===== config.mk =====
export PLATFORM = sky130hd
export DESIGN_NAME = pic_irq_ctrl
export DESIGN_NICKNAME = d
export VERILOG_FILES = /design/src/logic/pic_pkg.sv /design/src/logic/pic_sat_counter.sv /design/src/logic/pic_irq_pin.sv /design/src/logic/pic_irq_ctrl.sv
export VERILOG_INCLUDE_DIRS = /design/src /design/src/logic
export SDC_FILE = /design/constraint.sdc
export NUM_CORES = 1
export LEC_CHECK = 0
export BUFFER_PORTS_ARGS = -buffer_cell sky130_fd_sc_hd__buf_2
export CAP_MARGIN = 10
export CORE_UTILIZATION = 58
export DETAILED_ROUTE_END_ITERATION = 6
export GPL_ROUTABILITY_DRIVEN = 0
export GPL_TIMING_DRIVEN = 0
export HOLD_SLACK_MARGIN = 0.02
export PLACE_DENSITY = 0.86
export SYNTH_ARGS = -nofsm -noshare
export SYNTH_HDL_FRONTEND = slang
export SYNTH_SLANG_ARGS = --single-unit

===== constraint.sdc =====
create_clock -name clk -period 6.2 [get_ports clk]
set_input_delay 1.24 -clock clk [delete_from_list [all_inputs] [get_ports clk]]
set_output_delay 1.24 -clock clk [all_outputs]
set_load 0.02 [all_outputs]

===== src/logic/pic_params.svh =====
// constants of the phy interrupt control and counter block
`ifndef PIC_PARAMS_SVH
`define PIC_PARAMS_SVH

// register indices, byte address is four times the index
`define PIC_IDX_GEN_STATUS   8'h10
`define PIC_IDX_INT_CTRL     8'h11
`define PIC_IDX_INT_STAT     8'h12
`define PIC_IDX_FC_CNT       8'h14
`define PIC_IDX_RXERR_CNT    8'h15

// interrupt control fields
`define PIC_CTL_W            3
`define PIC_CTL_TEST_INTERRUPT_FORCE_BIT     2
`define PIC_CTL_EVENT_INTERRUPT_ENABLE_BIT    1
`define PIC_CTL_OE_BIT       0
`define PIC_CTL_RST          3'h0

// interrupt status and enable fields
`define PIC_EVT_N            7
`define PIC_STAT_LSB         8
`define PIC_EN_LSB           0
`define PIC_EVT_RST          7'h00

// event positions inside the event vector
`define PIC_EV_ED            6
`define PIC_EV_LINK          5
`define PIC_EV_SPEED         4
`define PIC_EV_DUPLEX        3
`define PIC_EV_ANEG          2
`define PIC_EV_FC_HALF       1
`define PIC_EV_RX_HALF       0

// general status pending bit
`define PIC_GEN_IRQ_BIT      7

// counters
`define PIC_CNT_W            8
`define PIC_CNT_RST          8'h00

`endif


===== src/logic/pic_pkg.sv =====
// types of the phy interrupt control and counter block
package pic_pkg;

`include "pic_params.svh"

    typedef struct packed {
        logic [`PIC_CTL_W-1:0] ctl;
        logic [`PIC_EVT_N-1:0] status;
        logic [`PIC_EVT_N-1:0] en;
        logic [`PIC_EVT_N-1:0] snap;
        logic                  rx_counted;
        logic                  pending;
        logic [31:0]           prdata;
        logic                  pslverr;
    } pic_top_s;

    typedef struct packed {
        logic out;
        logic oe;
        logic pd;
    } pic_pin_s;

endpackage


===== src/logic/pic_sat_counter.sv =====
// saturating clear-on-read event counter with half-range pulse
`timescale 1ns/100ps
module pic_sat_counter #(
    parameter int W = 8
) (
    input  wire logic         clk,
    input  wire logic         rst,
    input  wire logic         inc,
    input  wire logic         cap,
    input  wire logic         clr,
    output      logic [W-1:0] count,
    output      logic         half_evt
);
    typedef struct packed {
        logic [W-1:0] cnt;
        logic [W-1:0] snap;
        logic         half;
    } pic_cnt_s;

    pic_cnt_s s_q;
    pic_cnt_s s_d;
    logic [W-1:0] base;

    if (W < 2) begin : g_chk
        $error("counter width must be at least 2");
    end

    always_comb begin
        s_d  = s_q;
        base = s_q.cnt;
        if (cap) begin
            s_d.snap = s_q.cnt;
        end
        if (clr) begin
            base = W'(s_q.cnt - s_q.snap);
        end
        if (inc && base != {W{1'b1}}) begin
            s_d.cnt = W'(base + 1'b1);
        end else begin
            s_d.cnt = base;
        end
        s_d.half = ~s_q.cnt[W-1] & s_d.cnt[W-1];
    end

    always_ff @(posedge clk) begin
        if (rst) begin
            s_q <= '0;
        end else begin
            s_q <= s_d;
        end
    end

    assign count    = s_q.cnt;
    assign half_evt = s_q.half;
endmodule


===== src/logic/pic_irq_pin.sv =====
// shared power-down input or interrupt output pin
`timescale 1ns/100ps
module pic_irq_pin #(
    parameter bit IRQ_ACTIVE_LOW = 1'b1,
    parameter bit PD_ACTIVE_LOW  = 1'b1
) (
    input  wire logic clk,
    input  wire logic rst,
    input  wire logic out_en,
    input  wire logic irq_req,
    input  wire logic pin_in,
    output      logic pin_out,
    output      logic pin_oe,
    output      logic powerdown_req
);
    pic_pkg::pic_pin_s s_q;
    pic_pkg::pic_pin_s s_d;

    always_comb begin
        s_d     = s_q;
        s_d.oe  = out_en;
        s_d.out = irq_req ^ IRQ_ACTIVE_LOW;
        s_d.pd  = out_en ? 1'b0 : (pin_in ^ PD_ACTIVE_LOW);
    end

    always_ff @(posedge clk) begin
        if (rst) begin
            s_q.oe  <= 1'b0;
            s_q.out <= IRQ_ACTIVE_LOW;
            s_q.pd  <= 1'b0;
        end else begin
            s_q <= s_d;
        end
    end

    assign pin_out       = s_q.out;
    assign pin_oe        = s_q.oe;
    assign powerdown_req = s_q.pd;
endmodule


===== src/logic/pic_irq_ctrl.sv =====
// phy interrupt control, event status and error counters behind apb
`timescale 1ns/100ps
`include "pic_params.svh"

module pic_irq_ctrl #(
    parameter int AW             = 8,
    parameter int CW             = `PIC_CNT_W,
    parameter bit IRQ_ACTIVE_LOW = 1'b1,
    parameter bit PD_ACTIVE_LOW  = 1'b1
) (
    input  wire logic          clk,
    input  wire logic          rst,
    input  wire logic          psel,
    input  wire logic          penable,
    input  wire logic          pwrite,
    input  wire logic [AW-1:0] paddr,
    input  wire logic [31:0]   pwdata,
    input  wire logic [3:0]    pstrb,
    output      logic [31:0]   prdata,
    output      logic          pready,
    output      logic          pslverr,
    input  wire logic          energy_detect_change,
    input  wire logic          link_change,
    input  wire logic          speed_change,
    input  wire logic          duplex_change,
    input  wire logic          autoneg_done,
    input  wire logic          false_carrier,
    input  wire logic          carrier_valid,
    input  wire logic          symbol_error,
    input  wire logic          collision,
    input  wire logic          pin_in,
    output      logic          pin_out,
    output      logic          pin_oe,
    output      logic          powerdown_req,
    output      logic          irq_pending,
    output      logic [CW-1:0] false_carrier_count,
    output      logic [CW-1:0] rx_error_count
);
    pic_pkg::pic_top_s s_q;
    pic_pkg::pic_top_s s_d;

    logic                  setup_ph;
    logic                  setup_rd;
    logic                  acc_ph;
    logic                  wr_done;
    logic                  rd_done;
    logic                  hit_gen;
    logic                  hit_ctl;
    logic                  hit_stat;
    logic                  hit_fc;
    logic                  hit_rx;
    logic                  mapped;
    logic                  rx_inc;
    logic                  fc_half;
    logic                  rx_half;
    logic                  ev_irq;
    logic [`PIC_EVT_N-1:0] evt;
    logic [CW-1:0]         fc_cnt;
    logic [CW-1:0]         rx_cnt;
    logic [31:0]           rd_val;
    logic [`PIC_EVT_N-1:0] ev_hit;
    logic [`PIC_EVT_N-1:0] clr_mask;
    logic [`PIC_EVT_N-1:0] en_wr;
    logic                  ctl_wr;
    logic                  stat_wr;
    logic                  stat_rd;

    if (AW < 7 || AW > 32) begin : g_aw_chk
        $error("address width must lie between 7 and 32");
    end
    if (CW != `PIC_CNT_W) begin : g_cw_chk
        $error("counter width must be eight");
    end
    if (`PIC_CTL_W > 8) begin : g_ctl_chk
        $error("control field must fit in byte lane zero");
    end
    if (`PIC_EN_LSB + `PIC_EVT_N > 8) begin : g_en_chk
        $error("event enables must fit in byte lane zero");
    end
    if (`PIC_STAT_LSB + `PIC_EVT_N > 16) begin : g_stat_chk
        $error("event status must fit in the low half word");
    end
    if (`PIC_EN_LSB + `PIC_EVT_N > `PIC_STAT_LSB) begin : g_ovl_chk
        $error("event status and enable fields overlap");
    end
    if (`PIC_GEN_IRQ_BIT > 15) begin : g_gen_chk
        $error("pending mirror must lie in the low half word");
    end

    function automatic logic reg_hit(input logic [AW-1:0] a, input logic [7:0] idx);
        reg_hit = (a == AW'({idx, 2'b00}));
    endfunction

    function automatic logic [31:0] cnt_word(input logic [CW-1:0] c);
        cnt_word = {{(32-CW){1'b0}}, c};
    endfunction

    function automatic logic latch_bit(input logic old, input logic clr, input logic set);
        latch_bit = (old & ~clr) | set;
    endfunction

    // apb phase decode, zero wait states
    always_comb begin
        setup_ph = psel & ~penable;
        setup_rd = setup_ph & ~pwrite;
        acc_ph   = psel & penable;
        wr_done  = acc_ph & pwrite;
        rd_done  = acc_ph & ~pwrite;
        hit_gen  = reg_hit(paddr, `PIC_IDX_GEN_STATUS);
        hit_ctl  = reg_hit(paddr, `PIC_IDX_INT_CTRL);
        hit_stat = reg_hit(paddr, `PIC_IDX_INT_STAT);
        hit_fc   = reg_hit(paddr, `PIC_IDX_FC_CNT);
        hit_rx   = reg_hit(paddr, `PIC_IDX_RXERR_CNT);
        mapped   = hit_gen | hit_ctl | hit_stat | hit_fc | hit_rx;
    end

    // write strobes and read-clear mask
    always_comb begin
        ctl_wr   = wr_done & hit_ctl & pstrb[0];
        stat_wr  = wr_done & hit_stat & pstrb[0];
        stat_rd  = rd_done & hit_stat;
        clr_mask = stat_rd ? s_q.snap : '0;
        en_wr    = pwdata[`PIC_EN_LSB +: `PIC_EVT_N];
    end

    // once per carrier, none in collision
    always_comb begin
        rx_inc = carrier_valid & symbol_error & ~collision & ~s_q.rx_counted;
    end

    pic_sat_counter #(
        .W        (CW)
    ) u_fc_cnt (
        .clk      (clk),
        .rst      (rst),
        .inc      (false_carrier),
        .cap      (setup_rd & hit_fc),
        .clr      (rd_done & hit_fc),
        .count    (fc_cnt),
        .half_evt (fc_half)
    );

    pic_sat_counter #(
        .W        (CW)
    ) u_rx_cnt (
        .clk      (clk),
        .rst      (rst),
        .inc      (rx_inc),
        .cap      (setup_rd & hit_rx),
        .clr      (rd_done & hit_rx),
        .count    (rx_cnt),
        .half_evt (rx_half)
    );

    always_comb begin
        evt                  = '0;
        evt[`PIC_EV_ED]      = energy_detect_change;
        evt[`PIC_EV_LINK]    = link_change;
        evt[`PIC_EV_SPEED]   = speed_change;
        evt[`PIC_EV_DUPLEX]  = duplex_change;
        evt[`PIC_EV_ANEG]    = autoneg_done;
        evt[`PIC_EV_FC_HALF] = fc_half;
        evt[`PIC_EV_RX_HALF] = rx_half;
    end

    // read value selection
    always_comb begin
        rd_val = '0;
        if (hit_gen) begin
            rd_val[`PIC_GEN_IRQ_BIT] = s_q.pending;
        end
        if (hit_ctl) begin
            rd_val[`PIC_CTL_W-1:0] = s_q.ctl;
        end
        if (hit_stat) begin
            rd_val[`PIC_STAT_LSB + `PIC_EV_ED]      = s_q.status[`PIC_EV_ED];
            rd_val[`PIC_EN_LSB + `PIC_EV_ED]        = s_q.en[`PIC_EV_ED];
            rd_val[`PIC_STAT_LSB + `PIC_EV_LINK]    = s_q.status[`PIC_EV_LINK];
            rd_val[`PIC_EN_LSB + `PIC_EV_LINK]      = s_q.en[`PIC_EV_LINK];
            rd_val[`PIC_STAT_LSB + `PIC_EV_SPEED]   = s_q.status[`PIC_EV_SPEED];
            rd_val[`PIC_EN_LSB + `PIC_EV_SPEED]     = s_q.en[`PIC_EV_SPEED];
            rd_val[`PIC_STAT_LSB + `PIC_EV_DUPLEX]  = s_q.status[`PIC_EV_DUPLEX];
            rd_val[`PIC_EN_LSB + `PIC_EV_DUPLEX]    = s_q.en[`PIC_EV_DUPLEX];
            rd_val[`PIC_STAT_LSB + `PIC_EV_ANEG]    = s_q.status[`PIC_EV_ANEG];
            rd_val[`PIC_EN_LSB + `PIC_EV_ANEG]      = s_q.en[`PIC_EV_ANEG];
            rd_val[`PIC_STAT_LSB + `PIC_EV_FC_HALF] = s_q.status[`PIC_EV_FC_HALF];
            rd_val[`PIC_EN_LSB + `PIC_EV_FC_HALF]   = s_q.en[`PIC_EV_FC_HALF];
            rd_val[`PIC_STAT_LSB + `PIC_EV_RX_HALF] = s_q.status[`PIC_EV_RX_HALF];
            rd_val[`PIC_EN_LSB + `PIC_EV_RX_HALF]   = s_q.en[`PIC_EV_RX_HALF];
        end
        if (hit_fc) begin
            rd_val = cnt_word(fc_cnt);
        end
        if (hit_rx) begin
            rd_val = cnt_word(rx_cnt);
        end
    end

    always_comb begin
        s_d = s_q;

        s_d.rx_counted = carrier_valid & (s_q.rx_counted | rx_inc);

        // capture read data and error in the setup cycle
        if (setup_ph) begin
            s_d.pslverr = ~mapped;
            s_d.prdata  = pwrite ? 32'h0000_0000 : rd_val;
            if (~pwrite && hit_stat) begin
                s_d.snap = s_q.status;
            end
        end

        // clear on read drops only bits returned
        if (stat_rd) begin
            s_d.snap = '0;
        end

        // latch events, set wins over clear
        s_d.status[`PIC_EV_ED] = latch_bit(s_q.status[`PIC_EV_ED],
            clr_mask[`PIC_EV_ED], evt[`PIC_EV_ED]);
        s_d.status[`PIC_EV_LINK] = latch_bit(s_q.status[`PIC_EV_LINK],
            clr_mask[`PIC_EV_LINK], evt[`PIC_EV_LINK]);
        s_d.status[`PIC_EV_SPEED] = latch_bit(s_q.status[`PIC_EV_SPEED],
            clr_mask[`PIC_EV_SPEED], evt[`PIC_EV_SPEED]);
        s_d.status[`PIC_EV_DUPLEX] = latch_bit(s_q.status[`PIC_EV_DUPLEX],
            clr_mask[`PIC_EV_DUPLEX], evt[`PIC_EV_DUPLEX]);
        s_d.status[`PIC_EV_ANEG] = latch_bit(s_q.status[`PIC_EV_ANEG],
            clr_mask[`PIC_EV_ANEG], evt[`PIC_EV_ANEG]);
        // false carrier half clear on read
        s_d.status[`PIC_EV_FC_HALF] = latch_bit(s_q.status[`PIC_EV_FC_HALF],
            clr_mask[`PIC_EV_FC_HALF], evt[`PIC_EV_FC_HALF]);
        // rx error half clear on read
        s_d.status[`PIC_EV_RX_HALF] = latch_bit(s_q.status[`PIC_EV_RX_HALF],
            clr_mask[`PIC_EV_RX_HALF], evt[`PIC_EV_RX_HALF]);

        // writes to upper control bits ignored
        if (ctl_wr) begin
            s_d.ctl = pwdata[`PIC_CTL_W-1:0];
        end
        if (stat_wr) begin
            s_d.en[`PIC_EV_ED]      = en_wr[`PIC_EV_ED];
            s_d.en[`PIC_EV_LINK]    = en_wr[`PIC_EV_LINK];
            s_d.en[`PIC_EV_SPEED]   = en_wr[`PIC_EV_SPEED];
            s_d.en[`PIC_EV_DUPLEX]  = en_wr[`PIC_EV_DUPLEX];
            s_d.en[`PIC_EV_ANEG]    = en_wr[`PIC_EV_ANEG];
            s_d.en[`PIC_EV_FC_HALF] = en_wr[`PIC_EV_FC_HALF];
            s_d.en[`PIC_EV_RX_HALF] = en_wr[`PIC_EV_RX_HALF];
        end

        ev_hit = s_d.status & s_d.en;
        ev_irq = s_d.ctl[`PIC_CTL_EVENT_INTERRUPT_ENABLE_BIT] & (|ev_hit);
        s_d.pending = s_d.ctl[`PIC_CTL_TEST_INTERRUPT_FORCE_BIT] | ev_irq;
    end

    always_ff @(posedge clk) begin
        if (rst) begin
            s_q.ctl        <= `PIC_CTL_RST;
            s_q.status     <= `PIC_EVT_RST;
            s_q.en         <= `PIC_EVT_RST;
            s_q.snap       <= `PIC_EVT_RST;
            s_q.rx_counted <= 1'b0;
            s_q.pending    <= 1'b0;
            s_q.prdata     <= 32'h0000_0000;
            s_q.pslverr    <= 1'b0;
        end else begin
            s_q <= s_d;
        end
    end

    // pin turned to output by enable
    pic_irq_pin #(
        .IRQ_ACTIVE_LOW (IRQ_ACTIVE_LOW),
        .PD_ACTIVE_LOW  (PD_ACTIVE_LOW)
    ) u_pin (
        .clk            (clk),
        .rst            (rst),
        .out_en         (s_q.ctl[`PIC_CTL_OE_BIT]),
        .irq_req        (s_q.pending),
        .pin_in         (pin_in),
        .pin_out        (pin_out),
        .pin_oe         (pin_oe),
        .powerdown_req  (powerdown_req)
    );

    assign prdata              = s_q.prdata;
    assign pready              = acc_ph;
    assign pslverr             = acc_ph & s_q.pslverr;
    assign irq_pending         = s_q.pending;
    assign false_carrier_count = fc_cnt;
    assign rx_error_count      = rx_cnt;
endmodule


Word-level counts from Yosys, hierarchy flattened
Cells that the tools add are included.
{"block": "totals", "register_bits": 96, "output_inout_bits": 54, "wordCells": 109}
{"block": "op_classes", "add_sub_neg": 4, "n_eq_ne": 7, "n_mux": 14, "bitwise_logic": 59, "reduce_logical": 7}
{"operator": "$mux 32", "count": 2}
{"operator": "$eq 8x7->1 const B", "count": 5}
{"operator": "$mux 8", "count": 4}
{"operator": "$and 1x1->1", "count": 29}
{"operator": "$mux 7", "count": 4}
{"operator": "$add 8x1->8 const B", "count": 2}
{"operator": "$ne 8x8->1 const B", "count": 2}
{"operator": "$not 1->1", "count": 16}
{"operator": "$sub 8x8->8", "count": 2}
{"operator": "$mux 15", "count": 1}
{"operator": "$or 1x1->1", "count": 13}
{"operator": "$and 7x7->7", "count": 1}
{"operator": "$reduce_or 7->1", "count": 1}
{"operator": "$mux 3", "count": 2}
{"operator": "$reduce_or 2->1", "count": 2}
{"operator": "$logic_and 1x1->1", "count": 3}
{"operator": "$reduce_and 2->1", "count": 1}
{"operator": "$mux 1", "count": 1}

Depth between registers and ports, before layout
{"block": "logic_depth", "word_depth": 11, "depth_mapped": 13, "depth_no_buf": 12}

Hierarchy
Synthesis repeated with hierarchy kept, for this count alone.
{"block": "hier_totals", "hier_cells": 547, "area_unflattened_um2": 4803.4}
{"mod": "pic_sat_counter", "n_inst": 2, "cells_each": 153, "area_per_inst_um2": 1286.2, "seq_area_each_um2": 340.3}
{"mod": "pic_irq_ctrl", "n_inst": 1, "cells_each": 235, "area_per_inst_um2": 2150.8, "seq_area_each_um2": 840.8}
{"mod": "pic_irq_pin", "n_inst": 1, "cells_each": 6, "area_per_inst_um2": 80.1, "seq_area_each_um2": 60.1}

Worst setup path before layout
Ideal clock, no wire load.
{"block": "synth_path", "path_type": "input port to flip-flop", "startpoint": "input paddr[7]", "endpoint": "register u_rx_cnt.s_q, in the netlist u_rx_cnt.count[6]", "setup_ps": 78, "t_arrival_ps": 3670, "t_required_ps": 6122, "setup_slack_ps": 2452, "stages": 11, "path_cell_list": "or4b_4 -> or4_4 -> buf_6 -> buf_6 -> mux2_2 -> ha_1 -> and2_2 -> nand3_1 -> nor2_1 -> and3b_2 -> nor3_1"}
{"block": "synth_between", "elab_chain_len": 6, "word_cells_on_any_way": 7, "classes_between": "add/sub: 1; eq/ne: 2; mux: 2; bitwise: 1; reduce/logical: 1"}
{"element": "from (decl)", "line": "pic_irq_ctrl.sv:16", "rtl": "input wire logic [AW-1:0] paddr,"}
{"element": "$eq 8x7->1 *", "line": "pic_irq_ctrl.sv:91", "rtl": "reg_hit = (a == AW'({idx, 2'b00}));"}
{"element": "$and 1x1->1 *", "line": "pic_irq_ctrl.sv:150", "rtl": ".clr (rd_done & hit_rx),"}
{"element": "$mux 8 *", "line": "pic_sat_counter.sv:34", "rtl": "if (clr) begin"}
{"element": "parallel branches: the longest is 2 deep, another holds $add 8x1->8"}
{"element": "$mux 8 *", "line": "pic_sat_counter.sv:37", "rtl": "if (inc && base != {W{1'b1}}) begin"}
{"element": "to (signal assigned)", "line": "pic_sat_counter.sv:47", "rtl": "s_q <= '0;"}
{"element": "to (signal assigned)", "line": "pic_sat_counter.sv:49", "rtl": "s_q <= s_d;"}
{"element": "to (decl)", "line": "pic_sat_counter.sv:20", "rtl": "pic_cnt_s s_q;"}
Every way passes the cells marked *.
A chain may end at the register's enable or synchronous reset.

Worst setup path in the final report
{"block": "layout_path", "startpoint": "input paddr[7]", "endpoint": "register s_q, in the netlist irq_pending"}
{"block": "layout_between", "elab_chain_len": 10, "word_cells_on_any_way": 35, "classes_between": "eq/ne: 2; mux: 3; bitwise: 29; reduce/logical: 1"}
{"element": "$eq 8x7->1", "line": "pic_irq_ctrl.sv:91"}
{"element": "$and 1x1->1", "line": "pic_irq_ctrl.sv:121", "rtl": "stat_rd = rd_done & hit_stat;"}
{"element": "$mux 7", "line": "pic_irq_ctrl.sv:122", "rtl": "clr_mask = stat_rd ? s_q.snap : '0;"}
{"element": "$not 1->1", "line": "pic_irq_ctrl.sv:99", "rtl": "latch_bit = (old & ~clr) | set;"}
{"element": "$and 1x1->1", "line": "pic_irq_ctrl.sv:99"}
{"element": "$or 1x1->1", "line": "pic_irq_ctrl.sv:99"}
{"element": "$and 7x7->7", "line": "pic_irq_ctrl.sv:250", "rtl": "ev_hit = s_d.status & s_d.en;"}
{"element": "$reduce_or 7->1", "line": "pic_irq_ctrl.sv:251", "rtl": "ev_irq = s_d.ctl[`PIC_CTL_EVENT_INTERRUPT_ENABLE_BIT] & (|ev_hit);"}
{"element": "$and 1x1->1", "line": "pic_irq_ctrl.sv:251"}
{"element": "$or 1x1->1 *", "line": "pic_irq_ctrl.sv:252", "rtl": "s_d.pending = s_d.ctl[`PIC_CTL_TEST_INTERRUPT_FORCE_BIT] | ev_irq;"}
{"element": "to (decl)", "line": "pic_irq_ctrl.sv:39", "rtl": "pic_pkg::pic_top_s s_q;"}
Mark *: on every way between the ends. The rest lies on a longest branch, timed or not.

==> out/metrics.cfg <==
[outcome]
status=finished, final reports clean

[routing]
viasPerCell=5.67
drtPass1Iterations=7
routed_wl_um=11500
ant_nets=0
drtIter0Drc=343
drc=0
wl_per_cell_um=15.0
vias=4371

[yosys]
synthAdderAreaFrac_pct=5.70
synth_cell_types=68
ys.flop_type=dfxtp_1
synth-simple-area-share_pct=22.4
synthXorXnorAreaFrac_pct=0.941
async_flop_share_pct=0
synth_compound_area_share_pct=20.5
ys_top_cells_by_count=79 x dfxtp_1, 72 x nand2_1, 56 x a21oi_1
ys_seq_area_share_pct=34.0
yosysWarnings=0
yosysTopAreaCellShare_pct=34.0
avgSynthCellArea_um2=8.14
synth_top_family_by_area=simple AND/OR/NAND/NOR gates
netlist_top_cells_area=dfxtp_1 34%, buf_4 7.9%, a21oi_1 6.0%
netlist_area_um2=4660
ys_ff_latch=79
postSynthCellCount=572
yosys.area.top_type=dfxtp_1
synth_mux_area_share_pct=3.71
synth_most_common_cell=dfxtp_1
synth_edf_count=0

[sta]
fmax_mhz=246
post-route-min-period_ns=4.06
clock_skew_ns=0.00997
fin_crit_sh_pct=65.5
rsz0062_at_grt=false
slew_headroom_pct=39.9
final-hold-violation-count=0
tightest_slew_ns=0.894
report.final.slew_viol_count=0
finalSetupViolCount=0
setup-tns-final_ns=0

[worst_setup_path]
crit_path_cell_trace=buf_2, nor4b_1, and4b_1, buf_2, and2_1, clkbuf_1, nand2_1, a21oi_1, o22ai_1, or4_1, a21o_1
crit_slowest_cell=nor4b_1
critical_path_class=primary input to flop
r2r_cells=12
cp-end-kind=flop
critPathTopFamily=simple AND/OR/NAND/NOR gates
cp.required_ns=6.45
r2r-end=u_fc_cnt.half_evt
critPathBufInv=3
crit_top_cell=buf_2
path_max_fanout=10
cpPeakStageDelay_ns=0.74
reg2reg_slack_ns=2.79
reg2reg_from=u_fc_cnt.count[0]
cp_data_arrival_time_ns=4.31
startpoint_type=primary input

[clock_network]
post_cts_buffers=0
cts_inserted_buffers=9
clockRootBuffer=clkbuf_8
clockBufferDepth=2
clkTransAtPathRegs_ns=0.09
cts_sinks=79
cts_hold_buf=0
clock_latency_ns=0.35
cts_max_level=3
cts_resized=0
cts_tree=done

[die]
core_area_um2=7730
die_area_um2=8390
die_height_um=91.6
die_w_um=91.6
placementRows=32
start_util_pct=60.2
io_pins=113

[hold_path]
hp-start=prdata[11]
hold_path.class=flop to flop
hold_path_depth=2
whs_endpoint=prdata[11]

[final_layout]
register_area_um2=1580
fin_nets=743
diodes=0
n_fill_cell=622
area_growth_pct=15.7
layout-drive-gt1-share_pct=23.6
multi_input_area_um2=2540

[grt]
grt_max_degree=15
grt_usage_pct=28.3
antenna_found_initial=0
first_global_vias=4117
grt_pass1_wl_um=18800
grt.overflow.total=0

[pwr]
p_leak_uw=0.00232
clkPwrFrac_pct=41.4
p_total_uw=1040
p_per_area_nw_per_um2=193
p_sw_uw=262
p_comb_share_pct=8.7
ir_worst_vdd_mv=0.139
pwr-share-seq_pct=49.9
sw_frac_of_total_pct=25.2
p_int_uw=777

[placed_design]
io_buffer_count=65
hpwl_um=8720

[job]
drv_cap=0

placed cells by master (no fill, tap or decap), types with 3 or more instances in the layout:
cell,count
dfxtp_1,79
nand2_1,72
buf_2,67
a21oi_1,56
buf_4,49
nor2_1,44
nand3_1,33
inv_1,27
o21ai_0,19
ha_1,18
conb_1,17
clkbuf_1,16
mux2i_1,15
a22oi_1,15
nor3_1,11
clkbuf_8,10
a211oi_1,8
o21a_1,6
and3_1,5
a21o_1,5
nor2b_1,5
o211ai_1,5
and3b_1,4
xor2_1,4
buf_6,3
nand2b_1,3
or2_2,3
buf_1,3
or3_1,3
o211a_1,3
o22ai_1,3
and3_4,3
a311oi_1,3
sequential cells by signal, indices dropped and copies added, names as in the netlist:
signal	cells
u_pin.pin_out	1
s_q	26
u_pin.pin_oe	1
u_fc_cnt.s_q	8
prdata	15
u_rx_cnt.s_q	8
u_fc_cnt.count	8
u_rx_cnt.half_evt	1
u_pin.powerdown_req	1
u_rx_cnt.count	8
u_fc_cnt.half_evt	1
irq_pending	1
area by class of cell:
type	count	area share, %
multi-input cells	409	47.1
flip-flops and latches	79	29.3
plain buffers	73	9.15
repair buffers	65	6.04
clock buffers	10	2.37
well taps	102	2.37
inverters	27	1.88
clock inverters	6	1.72
worst max-delay path by stage:
stage	start	endpoint	slack, ns	cells after the start
2_1_floorplan	paddr[7]	u_rx_cnt.count[6]	2.45	11
6_report	paddr[7]	irq_pending	2.14	11
4_1_cts	paddr[7]	irq_pending	2.27	11
3_5_place_dp	paddr[7]	irq_pending	1.92	11
3_3_place_gp	paddr[7]	irq_pending	1.99	11
5_1_grt	paddr[7]	irq_pending	1.95	11
power groups by stage:
| stage | Clock, uW | Combinational, uW | Sequential [uW] |
|---|---|---|---|
| floorplan | 0 | 61.1 | 528 |
| global placement | 0 | 85.8 | 530 |
| detailed placement | 0 | 88.2 | 530 |
| CTS | 432 | 88.7 | 518 |
| global route | 454 | 97.6 | 519 |
| finish | 431 | 90.2 | 518 |
stage by stage:
stage / util (%) / worst slack (ns) / std cells / cell area (um2) / hold slack (ns)
6_report: 69.7 / 2.14 / 771 / 5390 / 0.461
5_1_grt: 69.7 / 1.95 / 771 / 5390 / 0.478
4_1_cts: 69.7 / 2.27 / 771 / 5390 / 0.463
3_5_place_dp: 66.9 / 1.92 / 755 / 5170 / 0.450
3_3_place_gp: 66.9 / 1.99 / 755 / 5170 / 0.439
2_1_floorplan: - / 2.45 / 588 / 4720 / 0.424
worst reg2reg max path: stages, from the launching register on:
cell and delay [ns]:
dfxtp_1 0.50, inv_1 0.12, ha_1 0.21, inv_1 0.06, fa_1 0.21, a211oi_1 0.13, or4b_2 0.65, o2111ai_1 0.18
nand3_1 0.14, nor3_1 0.29, o211ai_1 0.32, a21o_1 0.25, a211oi_1 0.25
per-layer routing:
metal,wire length [um],GRT usage [%],up-vias
li1,-,-,2135
met1,4880,35.8,2013
met2,5490,47.9,195
met3,855,3.69,28
met4,316,12.6,0
met5,0,0,-
logic make-up (layout without fill, tap and decap cells):
group                    count (synthesis)  in the layout
buffers and inverters                  100            181
flip-flops                              79             79
AO/OA/AOI/OAI                          141            141
AND/OR/NAND/NOR                        209            209
multiplexers                            17             17
adder cells (fa/ha/maj)                 20             20
XOR/XNOR                                 5              5
other                                    1             17
No activity file was read; power rests on OpenSTA's default activity.
